[src/threshold_gain_regs.svh]
// Purpose: offsets, field positions and reset values of the threshold and gain registers
// Assumes: byte-wide registers behind the serial register port
// Notes:   definitions only
`ifndef THRESHOLD_GAIN_REGS_SVH
`define THRESHOLD_GAIN_REGS_SVH

// ----------------------------------------------------------------
// register offsets
// ----------------------------------------------------------------
`define OFS_DISCARD_COUNT_LOW 8'h10
`define OFS_THRESHOLD_HIGH 8'h11
`define OFS_THRESHOLD_LOW 8'h12
`define OFS_AMP_GAIN_CTRL 8'h13

// ----------------------------------------------------------------
// reset values
// ----------------------------------------------------------------
`define RST_DISCARD_COUNT_LOW 8'h00
`define RST_THRESHOLD_HIGH 8'h00
`define RST_THRESHOLD_LOW 8'h00
`define RST_AMP_GAIN_CTRL 8'h50
`define RST_UNMAPPED_READ 8'h00

// ----------------------------------------------------------------
// current-channel gain field and its decoded gains
// ----------------------------------------------------------------
`define CUR_GAIN_MSB 7
`define CUR_GAIN_LSB 6
`define CUR_GAIN_RST 2'h1
`define GAIN_CODE0 7'h05
`define GAIN_CODE1 7'h19
`define GAIN_CODE2 7'h28
`define GAIN_CODE3 7'h64

`endif

[src/threshold_gain_pkg.sv]
// Purpose: types shared by the threshold and gain register files
// Assumes: byte-wide register port
// Notes:   constants live in threshold_gain_regs.svh
package threshold_gain_pkg;

  // ----------------------------------------------------------------
  // register access request from the serial port logic
  // ----------------------------------------------------------------
  typedef struct packed {
    logic       wr;    // one-cycle write strobe
    logic       rd;    // one-cycle read strobe
    logic [7:0] addr;  // register offset
    logic [7:0] wdata; // write data
  } reg_req_t;

  typedef logic [1:0] gain_code_t;
  typedef logic [6:0] gain_factor_t;

endpackage

[src/cfg_byte_reg.sv]
// Purpose: one byte-wide read/write configuration register
// Assumes: synchronous write strobe on the device clock
// Notes:   reset value is a parameter
`timescale 1ns/10ps

module cfg_byte_reg #(
  parameter logic [7:0] RST_VAL = 8'h00
) (
  input  wire logic       clk_i,   // device clock
  input  wire logic       rst_n_i, // synchronised reset, active low
  input  wire logic       wr_i,    // write strobe for this register
  input  wire logic [7:0] wdata_i, // write data
  output logic      [7:0] q_o      // stored value
);

  // ----------------------------------------------------------------
  // storage
  // ----------------------------------------------------------------
  logic [7:0] val_ff;
  logic [7:0] nxt_val;

  // hold unless written
  assign nxt_val = wr_i ? wdata_i : val_ff;

  always_ff @(posedge clk_i or negedge rst_n_i) begin
    if (!rst_n_i) begin
      val_ff <= RST_VAL;
    end else begin
      val_ff <= nxt_val;
    end
  end

  assign q_o = val_ff;

endmodule

[src/threshold_gain_registers.sv]
// Purpose: threshold, discard count and current gain registers of the acquisition device
// Assumes: register strobes come from serial port logic on ref_clk_i
// Notes:   comparison runs only in threshold trigger mode
//
// What this block does
// RQ1 - 0x10 holds discard count low byte
// RQ2 - 0x11 gives threshold upper eight bits
// RQ3 - 0x12 gives threshold lower eight bits
// RQ4 - gain codes decode to 5, 25, 40, 100
// RQ5 - reset: gain 01, ctrl 0x50, others zero
// RQ6 - compare threshold only in threshold trigger mode
`timescale 1ns/10ps
`include "threshold_gain_regs.svh"

module threshold_gain_registers
  import threshold_gain_pkg::*;
(
  input  wire logic         ref_clk_i,                // 10 MHz device clock
  input  wire logic         arst_n_i,                 // async reset, active low
  input  wire reg_req_t     req_i,                    // register access request
  input  wire logic         threshold_trigger_mode_i, // threshold mode selected
  input  wire logic         result_valid_i,           // new current result
  input  wire logic  [15:0] result_i,                 // current result
  output logic        [7:0] rdata_o,                  // read data
  output logic        [7:0] discard_count_low_o,      // discard count low byte
  output logic       [15:0] threshold_o,              // 16-bit current threshold
  output gain_code_t        gain_code_o,              // current gain code
  output gain_factor_t      gain_factor_o,            // decoded current gain
  output logic        [1:0] volt_gain_code_o,         // voltage gain bits, passed on
  output logic              threshold_hit_o           // result above threshold
);

  // ----------------------------------------------------------------
  // reset release
  // ----------------------------------------------------------------
  logic rst_meta_ff;
  logic rst_n_ff;

  // assert at once, release two edges later to avoid recovery hazards
  always_ff @(posedge ref_clk_i or negedge arst_n_i) begin
    if (!arst_n_i) begin
      rst_meta_ff <= 1'b0;
      rst_n_ff <= 1'b0;
    end else begin
      rst_meta_ff <= 1'b1;
      rst_n_ff <= rst_meta_ff;
    end
  end

  // ----------------------------------------------------------------
  // address decode
  // ----------------------------------------------------------------
  wire sel_discard = (req_i.addr == `OFS_DISCARD_COUNT_LOW);
  wire sel_thr_hi = (req_i.addr == `OFS_THRESHOLD_HIGH);
  wire sel_thr_lo = (req_i.addr == `OFS_THRESHOLD_LOW);
  wire sel_gain = (req_i.addr == `OFS_AMP_GAIN_CTRL);
  wire wr_discard = req_i.wr & sel_discard;
  wire wr_thr_hi = req_i.wr & sel_thr_hi;
  wire wr_thr_lo = req_i.wr & sel_thr_lo;
  wire wr_gain = req_i.wr & sel_gain;

  // ----------------------------------------------------------------
  // register storage
  // ----------------------------------------------------------------
  logic [7:0] discard_q;
  logic [7:0] thr_hi_q;
  logic [7:0] thr_lo_q;
  logic [7:0] gain_q;

  // discard count low byte
  cfg_byte_reg #(.RST_VAL(`RST_DISCARD_COUNT_LOW)) u_discard ( // [RQ1] [RQ5]
    .clk_i(ref_clk_i),
    .rst_n_i(rst_n_ff),
    .wr_i(wr_discard),
    .wdata_i(req_i.wdata),
    .q_o(discard_q)
  );

  // threshold upper byte
  cfg_byte_reg #(.RST_VAL(`RST_THRESHOLD_HIGH)) u_thr_hi ( // [RQ2] [RQ5]
    .clk_i(ref_clk_i),
    .rst_n_i(rst_n_ff),
    .wr_i(wr_thr_hi),
    .wdata_i(req_i.wdata),
    .q_o(thr_hi_q)
  );

  // threshold lower byte
  cfg_byte_reg #(.RST_VAL(`RST_THRESHOLD_LOW)) u_thr_lo ( // [RQ3] [RQ5]
    .clk_i(ref_clk_i),
    .rst_n_i(rst_n_ff),
    .wr_i(wr_thr_lo),
    .wdata_i(req_i.wdata),
    .q_o(thr_lo_q)
  );

  // amplifier gain control, current gain code 01 after reset
  cfg_byte_reg #(.RST_VAL(`RST_AMP_GAIN_CTRL)) u_gain ( // [RQ5]
    .clk_i(ref_clk_i),
    .rst_n_i(rst_n_ff),
    .wr_i(wr_gain),
    .wdata_i(req_i.wdata),
    .q_o(gain_q)
  );

  // the two threshold bytes form one word, high byte first
  assign discard_count_low_o = discard_q;            // [RQ1]
  assign threshold_o = {thr_hi_q, thr_lo_q};         // [RQ2] [RQ3]
  assign gain_code_o = gain_q[`CUR_GAIN_MSB:`CUR_GAIN_LSB];
  assign volt_gain_code_o = gain_q[5:4];

  // ----------------------------------------------------------------
  // gain decode, registered so the output stays a flop
  // ----------------------------------------------------------------
  gain_factor_t gain_factor_ff;
  gain_factor_t nxt_gain_factor;

  always_comb begin
    unique case (gain_code_o)
      2'h0: nxt_gain_factor = `GAIN_CODE0; // [RQ4]
      2'h1: nxt_gain_factor = `GAIN_CODE1; // [RQ4]
      2'h2: nxt_gain_factor = `GAIN_CODE2; // [RQ4]
      2'h3: nxt_gain_factor = `GAIN_CODE3; // [RQ4]
    endcase
  end

  // reset value matches the reset gain code, no glitch at release
  always_ff @(posedge ref_clk_i or negedge rst_n_ff) begin
    if (!rst_n_ff) begin
      gain_factor_ff <= `GAIN_CODE1; // [RQ5]
    end else begin
      gain_factor_ff <= nxt_gain_factor;
    end
  end

  assign gain_factor_o = gain_factor_ff;

  // ----------------------------------------------------------------
  // threshold comparison
  // ----------------------------------------------------------------
  logic hit_ff;
  logic nxt_hit;
  wire above = (result_i > threshold_o);

  // outside threshold mode the register contents have no effect
  assign nxt_hit = !threshold_trigger_mode_i ? 1'b0 :       // [RQ6]
                   result_valid_i ? above : hit_ff;         // [RQ6]

  always_ff @(posedge ref_clk_i or negedge rst_n_ff) begin
    if (!rst_n_ff) begin
      hit_ff <= 1'b0;
    end else begin
      hit_ff <= nxt_hit;
    end
  end

  assign threshold_hit_o = hit_ff;

  // ----------------------------------------------------------------
  // read path
  // ----------------------------------------------------------------
  logic [7:0] rdata_ff;
  wire [7:0] rd_mux = sel_discard ? discard_q :
                      sel_thr_hi ? thr_hi_q :
                      sel_thr_lo ? thr_lo_q :
                      sel_gain ? gain_q : `RST_UNMAPPED_READ;

  // data held until the next read strobe; reads have no side effect
  always_ff @(posedge ref_clk_i or negedge rst_n_ff) begin
    if (!rst_n_ff) begin
      rdata_ff <= 8'h00;
    end else if (req_i.rd) begin
      rdata_ff <= rd_mux;
    end
  end

  assign rdata_o = rdata_ff;

  // ----------------------------------------------------------------
  // assertions
  // ----------------------------------------------------------------
  function automatic gain_factor_t gain_of(input gain_code_t c);
    gain_of = (c == 2'h0) ? 7'h05 : (c == 2'h1) ? 7'h19 : (c == 2'h2) ? 7'h28 : 7'h64;
  endfunction
endmodule

[config.mk]
export PLATFORM = sky130hd
export DESIGN_NAME = threshold_gain_registers
export DESIGN_NICKNAME = d
export VERILOG_FILES = /design/src/threshold_gain_pkg.sv /design/src/cfg_byte_reg.sv /design/src/threshold_gain_registers.sv
export VERILOG_INCLUDE_DIRS = /design/src
export SDC_FILE = /design/constraint.sdc
export NUM_CORES = 1
export LEC_CHECK = 0
export BUFFER_PORTS_ARGS = -buffer_cell sky130_fd_sc_hd__buf_2
export CAP_MARGIN = 20
export CELL_PAD_IN_SITES_DETAIL_PLACEMENT = 0
export CELL_PAD_IN_SITES_GLOBAL_PLACEMENT = 1
export CORE_MARGIN = 1
export CORE_UTILIZATION = 40
export CTS_BUF_LIST = sky130_fd_sc_hd__clkbuf_8
export CTS_CLUSTER_DIAMETER = 120
export DETAILED_ROUTE_END_ITERATION = 8
export PLACE_DENSITY = 0.82
export SYNTH_ARGS = -nofsm -noshare
export SYNTH_HDL_FRONTEND = slang
export SYNTH_SLANG_ARGS = --single-unit
[constraint.sdc]
create_clock -name ref_clk_i -period 2.37 [get_ports ref_clk_i]
set_input_delay 0.1185 -clock ref_clk_i [delete_from_list [all_inputs] [get_ports ref_clk_i]]
set_output_delay 0.1185 -clock ref_clk_i [all_outputs]
set_load 0.02 [all_outputs]
==> impl_results.md, run 1 <==
- Cell Rows: 28
- Quantity of gates resized following cts: 0
- Total GRT Usage: 0.179
- Drc violations: 0
- Number of global-route vias before repair: 1812
- Clock Sinks: 49
- PwrDens: 521 nW/um^2
- Commonest non-fill, non-tap cell in the layout: buf_2
- Final cycle utilization of the critical path: 0.846
- Avg Inst Size Synth: 12.4 um^2
- Final count of hold timing violations: 0
- Worst EP arrival: around 2200 ps
- Syn Nets: 262
- Final setup viols: 0
- Vias: 1800
- Post-synth EDFFs: 0
- Drt wl/cell: 15.3 um
- Die width: 81.6 um
- CP required: approximately 2600 ps
- Fin crit period: 2000 ps
- Max clock buf depth: 2
- Post-synthesis register bit count: 49
- TNS Setup: 0 ps
- Routed WL: 5500 um
- Run status: finished clean
- Clk slew on worst S/H paths: around 80 ps
- # nets final: 342
- Crit end category: flop
- Die area: 6660 um^2
- Largest net degree at the start of global routing: 34
- Vias per cell: around 5
- Core footprint: 6030 um^2
- Fin util: 0.511
- Critical path type: flop to flop
- DP Wirelength: approximately 4400 um
- Slew of the pin with the lowest slew margin: 705 ps
- RSZ-0062 raised after global routing: false
- DR pass1 iterations: 4
- Clock root cell: clkbuf_8
- CTS tree: yes
- RD Place Congestion: 0.764
- Clk_lat worst skew: 290 ps
- Max Fclk: 0.499 GHz
- Area delta synth->final: 21.3%
- Initial Util: 0.421
- Worst min path class: input port to flop
- Mapped Area: 2540 um^2
- Critical path peak fanout: 4
- Ant diodes: 0
- Startpoint types: flop
- Cell variety after synth: 33
- DRT iter0 DRCs: 56
- Die height: around 80 um
- Initial antenna violation count: 0
- Leak: 0.00160 uW
- Post-detailed-route count of antenna-violating nets: 0
- Post-Syn Instances: just over 200
- Num CTS Buffers: 5
- VDD IR max: 0.319 mV
- Top_reg_cell synth: dfrtp_1
- Post-synthesis sequential area ratio: 0.486
- First-pass GRT wire length: a little under 9000 um
- Pins Over Slew Limit: 0
- Commonest non-fill, non-tap cells in the layout: buf_2 (80), dfrtp_1 (43), mux2_2 (32)
- Slew HR: 0.530
- Max cap viols: 0
- Input/output buffers: 80
- H-tree Lvls: 2
- Clock skew: 5.13 ps
- Remaining Overflow, GRT: 0
- Ports: about 80
- Ys async rst share: 1.00
- Synth warnings: 0
- Ratio of cells with drive above 1 in the final layout: 0.491
==> layer usage <==
| metal | share of wire | track usage |
|---|---|---|
| met1 | 0.45 | 0.234 |
| met2 | 0.50 | 0.298 |
| met3 | 0.043 | 0.0411 |
| met4 | 0.0098 | 0.0491 |
| met5 | 0 | 0 |
==> cell type report <==
type	count	area, um^2
clock buffer	5	68.8
clock inverter	3	11.3
fill	561	2950
inverter	27	101
multi-input combinational	116	1130
sequential	49	1230
tap	75	93.8
timing repair buffer	85	440
==> synthesized netlist by cell type, types with 2 or more instances <==
master   count  area (um^2)
dfrtp_1     44         1100
nand2_1      6         22.5
buf_2        2         10.0
a21oi_1      7         35.0
ha_1        20          250
nand3_1      9         45.0
inv_1       27          101
mux2_2      32          360
buf_4        5         37.5
nand4_1      2         12.5
dfstp_2      5          131
buf_1        2         7.51
nor2_1       5         18.8
mux4_2       8          180
conb_1       2         7.51
o21ai_0     10         50.1
buf_6        2         22.5
==> worst max-delay path, stage by stage (launching register included) <==
cell and delay (ps):
dfrtp_1 410, inv_1 80, ha_1 310, nand4_1 200, nor4_1 510, o21ai_0 180, a32oi_1 230
==> state kept, by name, indices dropped and copies added (netlist names) <==
signal and flops:
gain_factor_o 6, u_discard.q_o 8, rst_meta_ff 1, u_thr_lo.q_o 8, u_gain.q_o 8, rst_n_ff 1, u_thr_hi.q_o 8, threshold_hit_o 1
rdata_o 8
==> repair_timing <==
action	4_1_cts	5_1_grt
setup endpoints to repair	0	0
buffers inserted	0	0
endpoints found under the hold margin	2	0
hold buffers	1	0
==> cells by family after synthesis <==
family / synth area share
buffers and inverters: 0.0720
muxes: 0.213
AOI/OAI and AO/OA: 0.0469
DFF: 0.486
adders and majority gates: 0.0987
and+or+nand+nor: 0.0804
other: 0.00296
==> worst paths after layout <==
| path | slack, ps | endpoint | cells after the start | start |
|---|---|---|---|---|
| worst max-delay path | 370 | threshold_hit_o | 6 | u_thr_hi.q_o[7] |
| worst min-delay path | 100 | u_gain.q_o[3] | 2 | req_i[3] |
| worst max register to register | 370 | threshold_hit_o | 6 | u_thr_hi.q_o[7] |
| worst min register to register | 320 | u_thr_hi.q_o[3] | 0 | rst_n_ff |
| max in group asynchronous | 1460 | u_gain.q_o[5] | 1 | rst_n_ff |
| min in group asynchronous | 130 | rst_n_ff | 2 | arst_n_i |
==> where the power goes <==
| group | switching [uW] | internal [uW] | total [uW] |
|---|---|---|---|
| logic | 132 | 112 | 244 |
| registers | 38.1 | 874 | 912 |
| clock network | 251 | 197 | 448 |
==> stage by stage <==
step           power (uW)  std cells  hold WS [ps]  worst slack [ps]  instance area [um^2]
2_1_floorplan        1070        204          -177               630                  2540
3_3_place_gp         1170        351         -96.2               451                  2990
3_5_place_dp         1180        351         -95.1               404                  2990
4_1_cts              1630        360          85.6               412                  3080
5_1_grt              1690        360          99.2               295                  3080
6_report             1600        360          99.5               366                  3080
Power figures use the tool's default switching activity.
==> inputs of run 2 (changes only) <==
Settings changed: CORE_UTILIZATION 40 to 37, PLACE_DENSITY 0.82 to 0.79.
Clock period 2.37 ns to 1.6 ns, I/O delays scaled along.
==> run 2 against run 1 <==
Clock skew rose by 8.7 ps. Critical path depth is 1 higher. Maximum frequency up 24%. Die area rose by 7.9%. Worst hold slack worse by 64 ps. The run now ends with DRC, setup timing left. Sequential power up 47%.
==> impl_results.md, run 2 (same netlist as run 1, synthesis figures left out) <==
- Run status: finished, violations left
- Failing checks: DRC, setup timing
- DRT iter0 DRCs: 118 (+110%)
- Critical path's slowest cell: dfrtp_1
- Worst EP arrival: 1800 ps (-410 ps)
- CP max stage delay: 420 ps (-90 ps)
- Max clock buf depth: 2 (unchanged)
- VDD IR max: 0.597 mV (+87%)
- Fillers: 561 (unchanged)
- Ant diodes: 0 (unchanged)
- Core footprint: 6490 um^2 (+7.8%)
- Max Fclk: 0.618 GHz (+24%)
- Startpoint types: flop
- Die width: 84.8 um (+3.9%)
- Ratio of cells with drive above 1 in the final layout: 0.584 (+0.0932)
- Final cycle utilization of the critical path: 1.01 (+0.166)
- Critical path peak fanout: 2 (-2)
- Die area: 7190 um^2 (+7.9%)
- CP required: 1780 ps (-800 ps)
- Clk_lat worst skew: 310 ps (+20 ps)
- Clock Sinks: 49 (unchanged)
- Cell Rows: 29 (+3.6%)
- Vias: 1885 (+4.7%)
- Routed WL: 5990 um (+9.0%)
- H-tree Lvls: 2 (unchanged)
- Clock skew: 13.8 ps (+8.71 ps)
- Total GRT Usage: 0.178 (-0.000555)
- Num CTS Buffers: 5 (unchanged)
- Final setup viols: 1 (+1)
- CTS tree: yes
- Initial Util: 0.390 (-0.0304)
- Crit end category: flop
- PwrDens: 785 nW/um^2 (+50%)
- Fin crit period: 1620 ps (-386 ps)
- Cells along the critical path: inv_2 > ha_4 > buf_4 > a21oi_1 > o211ai_1 > a311oi_2 > a32oi_1
- Worst min path class: input port to flop
- Tot Pwr: 2680 uW (+67%)
- Clock root cell: clkbuf_8
- Die height: 84.8 um (+3.9%)
- Clk slew on worst S/H paths: 100 ps (+20 ps)
- DR pass1 iterations: 8 (+4)
- RSZ-0062 raised after global routing: true
- Drt wl/cell: 15.6 um (+2.0%)
- TNS Setup: -18.1 ps (-18.1 ps)
- Initial antenna violation count: 0 (unchanged)
- Number of global-route vias before repair: 1900 (+4.9%)
- Vias per cell: 4.90 (-2.1%)
- Critical path type: flop to flop
- Remaining Overflow, GRT: 0 (unchanged)
- Ports: 82 (unchanged)
- Commonest non-fill, non-tap cell in the layout: buf_2
- First-pass GRT wire length: 9770 um (+13%)
- Max cap viols: 0 (unchanged)
- RD Place Congestion: 0.761 (-0.41%)
- Leak: 0.00176 uW (+9.9%)
- DP Wirelength: 4630 um (+4.8%)
- Final count of hold timing violations: 0 (unchanged)
- WP buf/inv: 2 (+1)
- Pins Over Slew Limit: 0 (unchanged)
- Commonest non-fill, non-tap cells in the layout: buf_2 (80), dfrtp_1 (40), buf_4 (27)
- Area delta synth->final: 34.8%
- Setup ws final: -18.1 ps (-384 ps)
- Delay-heaviest family, CP: compound AO/OA/AOI/OAI gates
- # nets final: 365 (+6.7%)
- Post-detailed-route count of antenna-violating nets: 0 (unchanged)
- Input/output buffers: 80 (unchanged)
- Drc violations: 6 (+6)
- Largest net degree at the start of global routing: 22 (-35%)
run 2: cell count changes in the layout (fill, tap and decap cells not counted), moves of 4 or more:
cell	before	now
ha_1	20	15
mux2_4	0	8
ha_4	0	5
mux2_2	32	24
buf_4	4	27
inv_1	30	24
inv_2	0	4
run 2: path summary, 6_finish.rpt:
| path | from | end | slack (ps) | cells past startpoint |
|---|---|---|---|---|
| max | u_thr_hi.q_o[3] | threshold_hit_o | -20 | 7 |
| min | req_i[7] | u_discard.q_o[7] | 40 | 2 |
| max reg2reg | u_thr_hi.q_o[3] | threshold_hit_o | -20 | 7 |
| min reg2reg | rst_n_ff | gain_factor_o[6] | 210 | 0 |
| max in group asynchronous | rst_n_ff | u_thr_hi.q_o[3] | 770 | 1 |
| min in group asynchronous | arst_n_i | rst_n_ff | 90 | 2 |
run 2: metrics by stage:
step	area (um^2)	hold WS (ps)	utilization	instances	setup WS, ps
floorplan	2580	-216	-	204	-102
global placement	3160	-133	0.486	370	-247
detailed placement	3160	-132	0.486	370	-323
CTS	3350	26.7	0.516	383	-5.29
global route	3420	34.1	0.526	385	-69.0
finish	3420	35.0	0.526	385	-18.1
run 2: power by group:
group,internal (uW),leakage (uW),total (uW),switching (uW)
Clock,464,0.0000595,893,430
Sequential,1300,0.000645,1340,44.5
Combinational,213,0.00105,449,236
Total,1970,0.00176,2680,710
run 2: area by class of cell:
cell class,instances,area (um^2),area share
multi-input cells,116,1260,0.368
clock inverters,3,42.5,0.0124
inverters,27,101,0.0296
clock buffers,5,68.8,0.0201
flip-flops and latches,49,1240,0.362
repair buffers,108,613,0.179
well taps,77,96.3,0.0282
run 2: what timing repair did:
action / in CTS / in global routing
pin swaps: 6 / 7
resized for setup: 7 / 8
hold buffers: 1 / 0
endpoints found under the hold margin: 2 / 0
setup endpoints to repair: 1 / 9
setup buffers: 4 / 2
run 2: layer usage:
metal / vias to the layer above / track usage / wire length (um)
li1: 914 / - / -
met1: 903 / 0.250 / 2740
met2: 59 / 0.277 / 2830
met3: 9 / 0.0413 / 323
met4: 0 / 0.0508 / 94
met5: - / 0 / 0
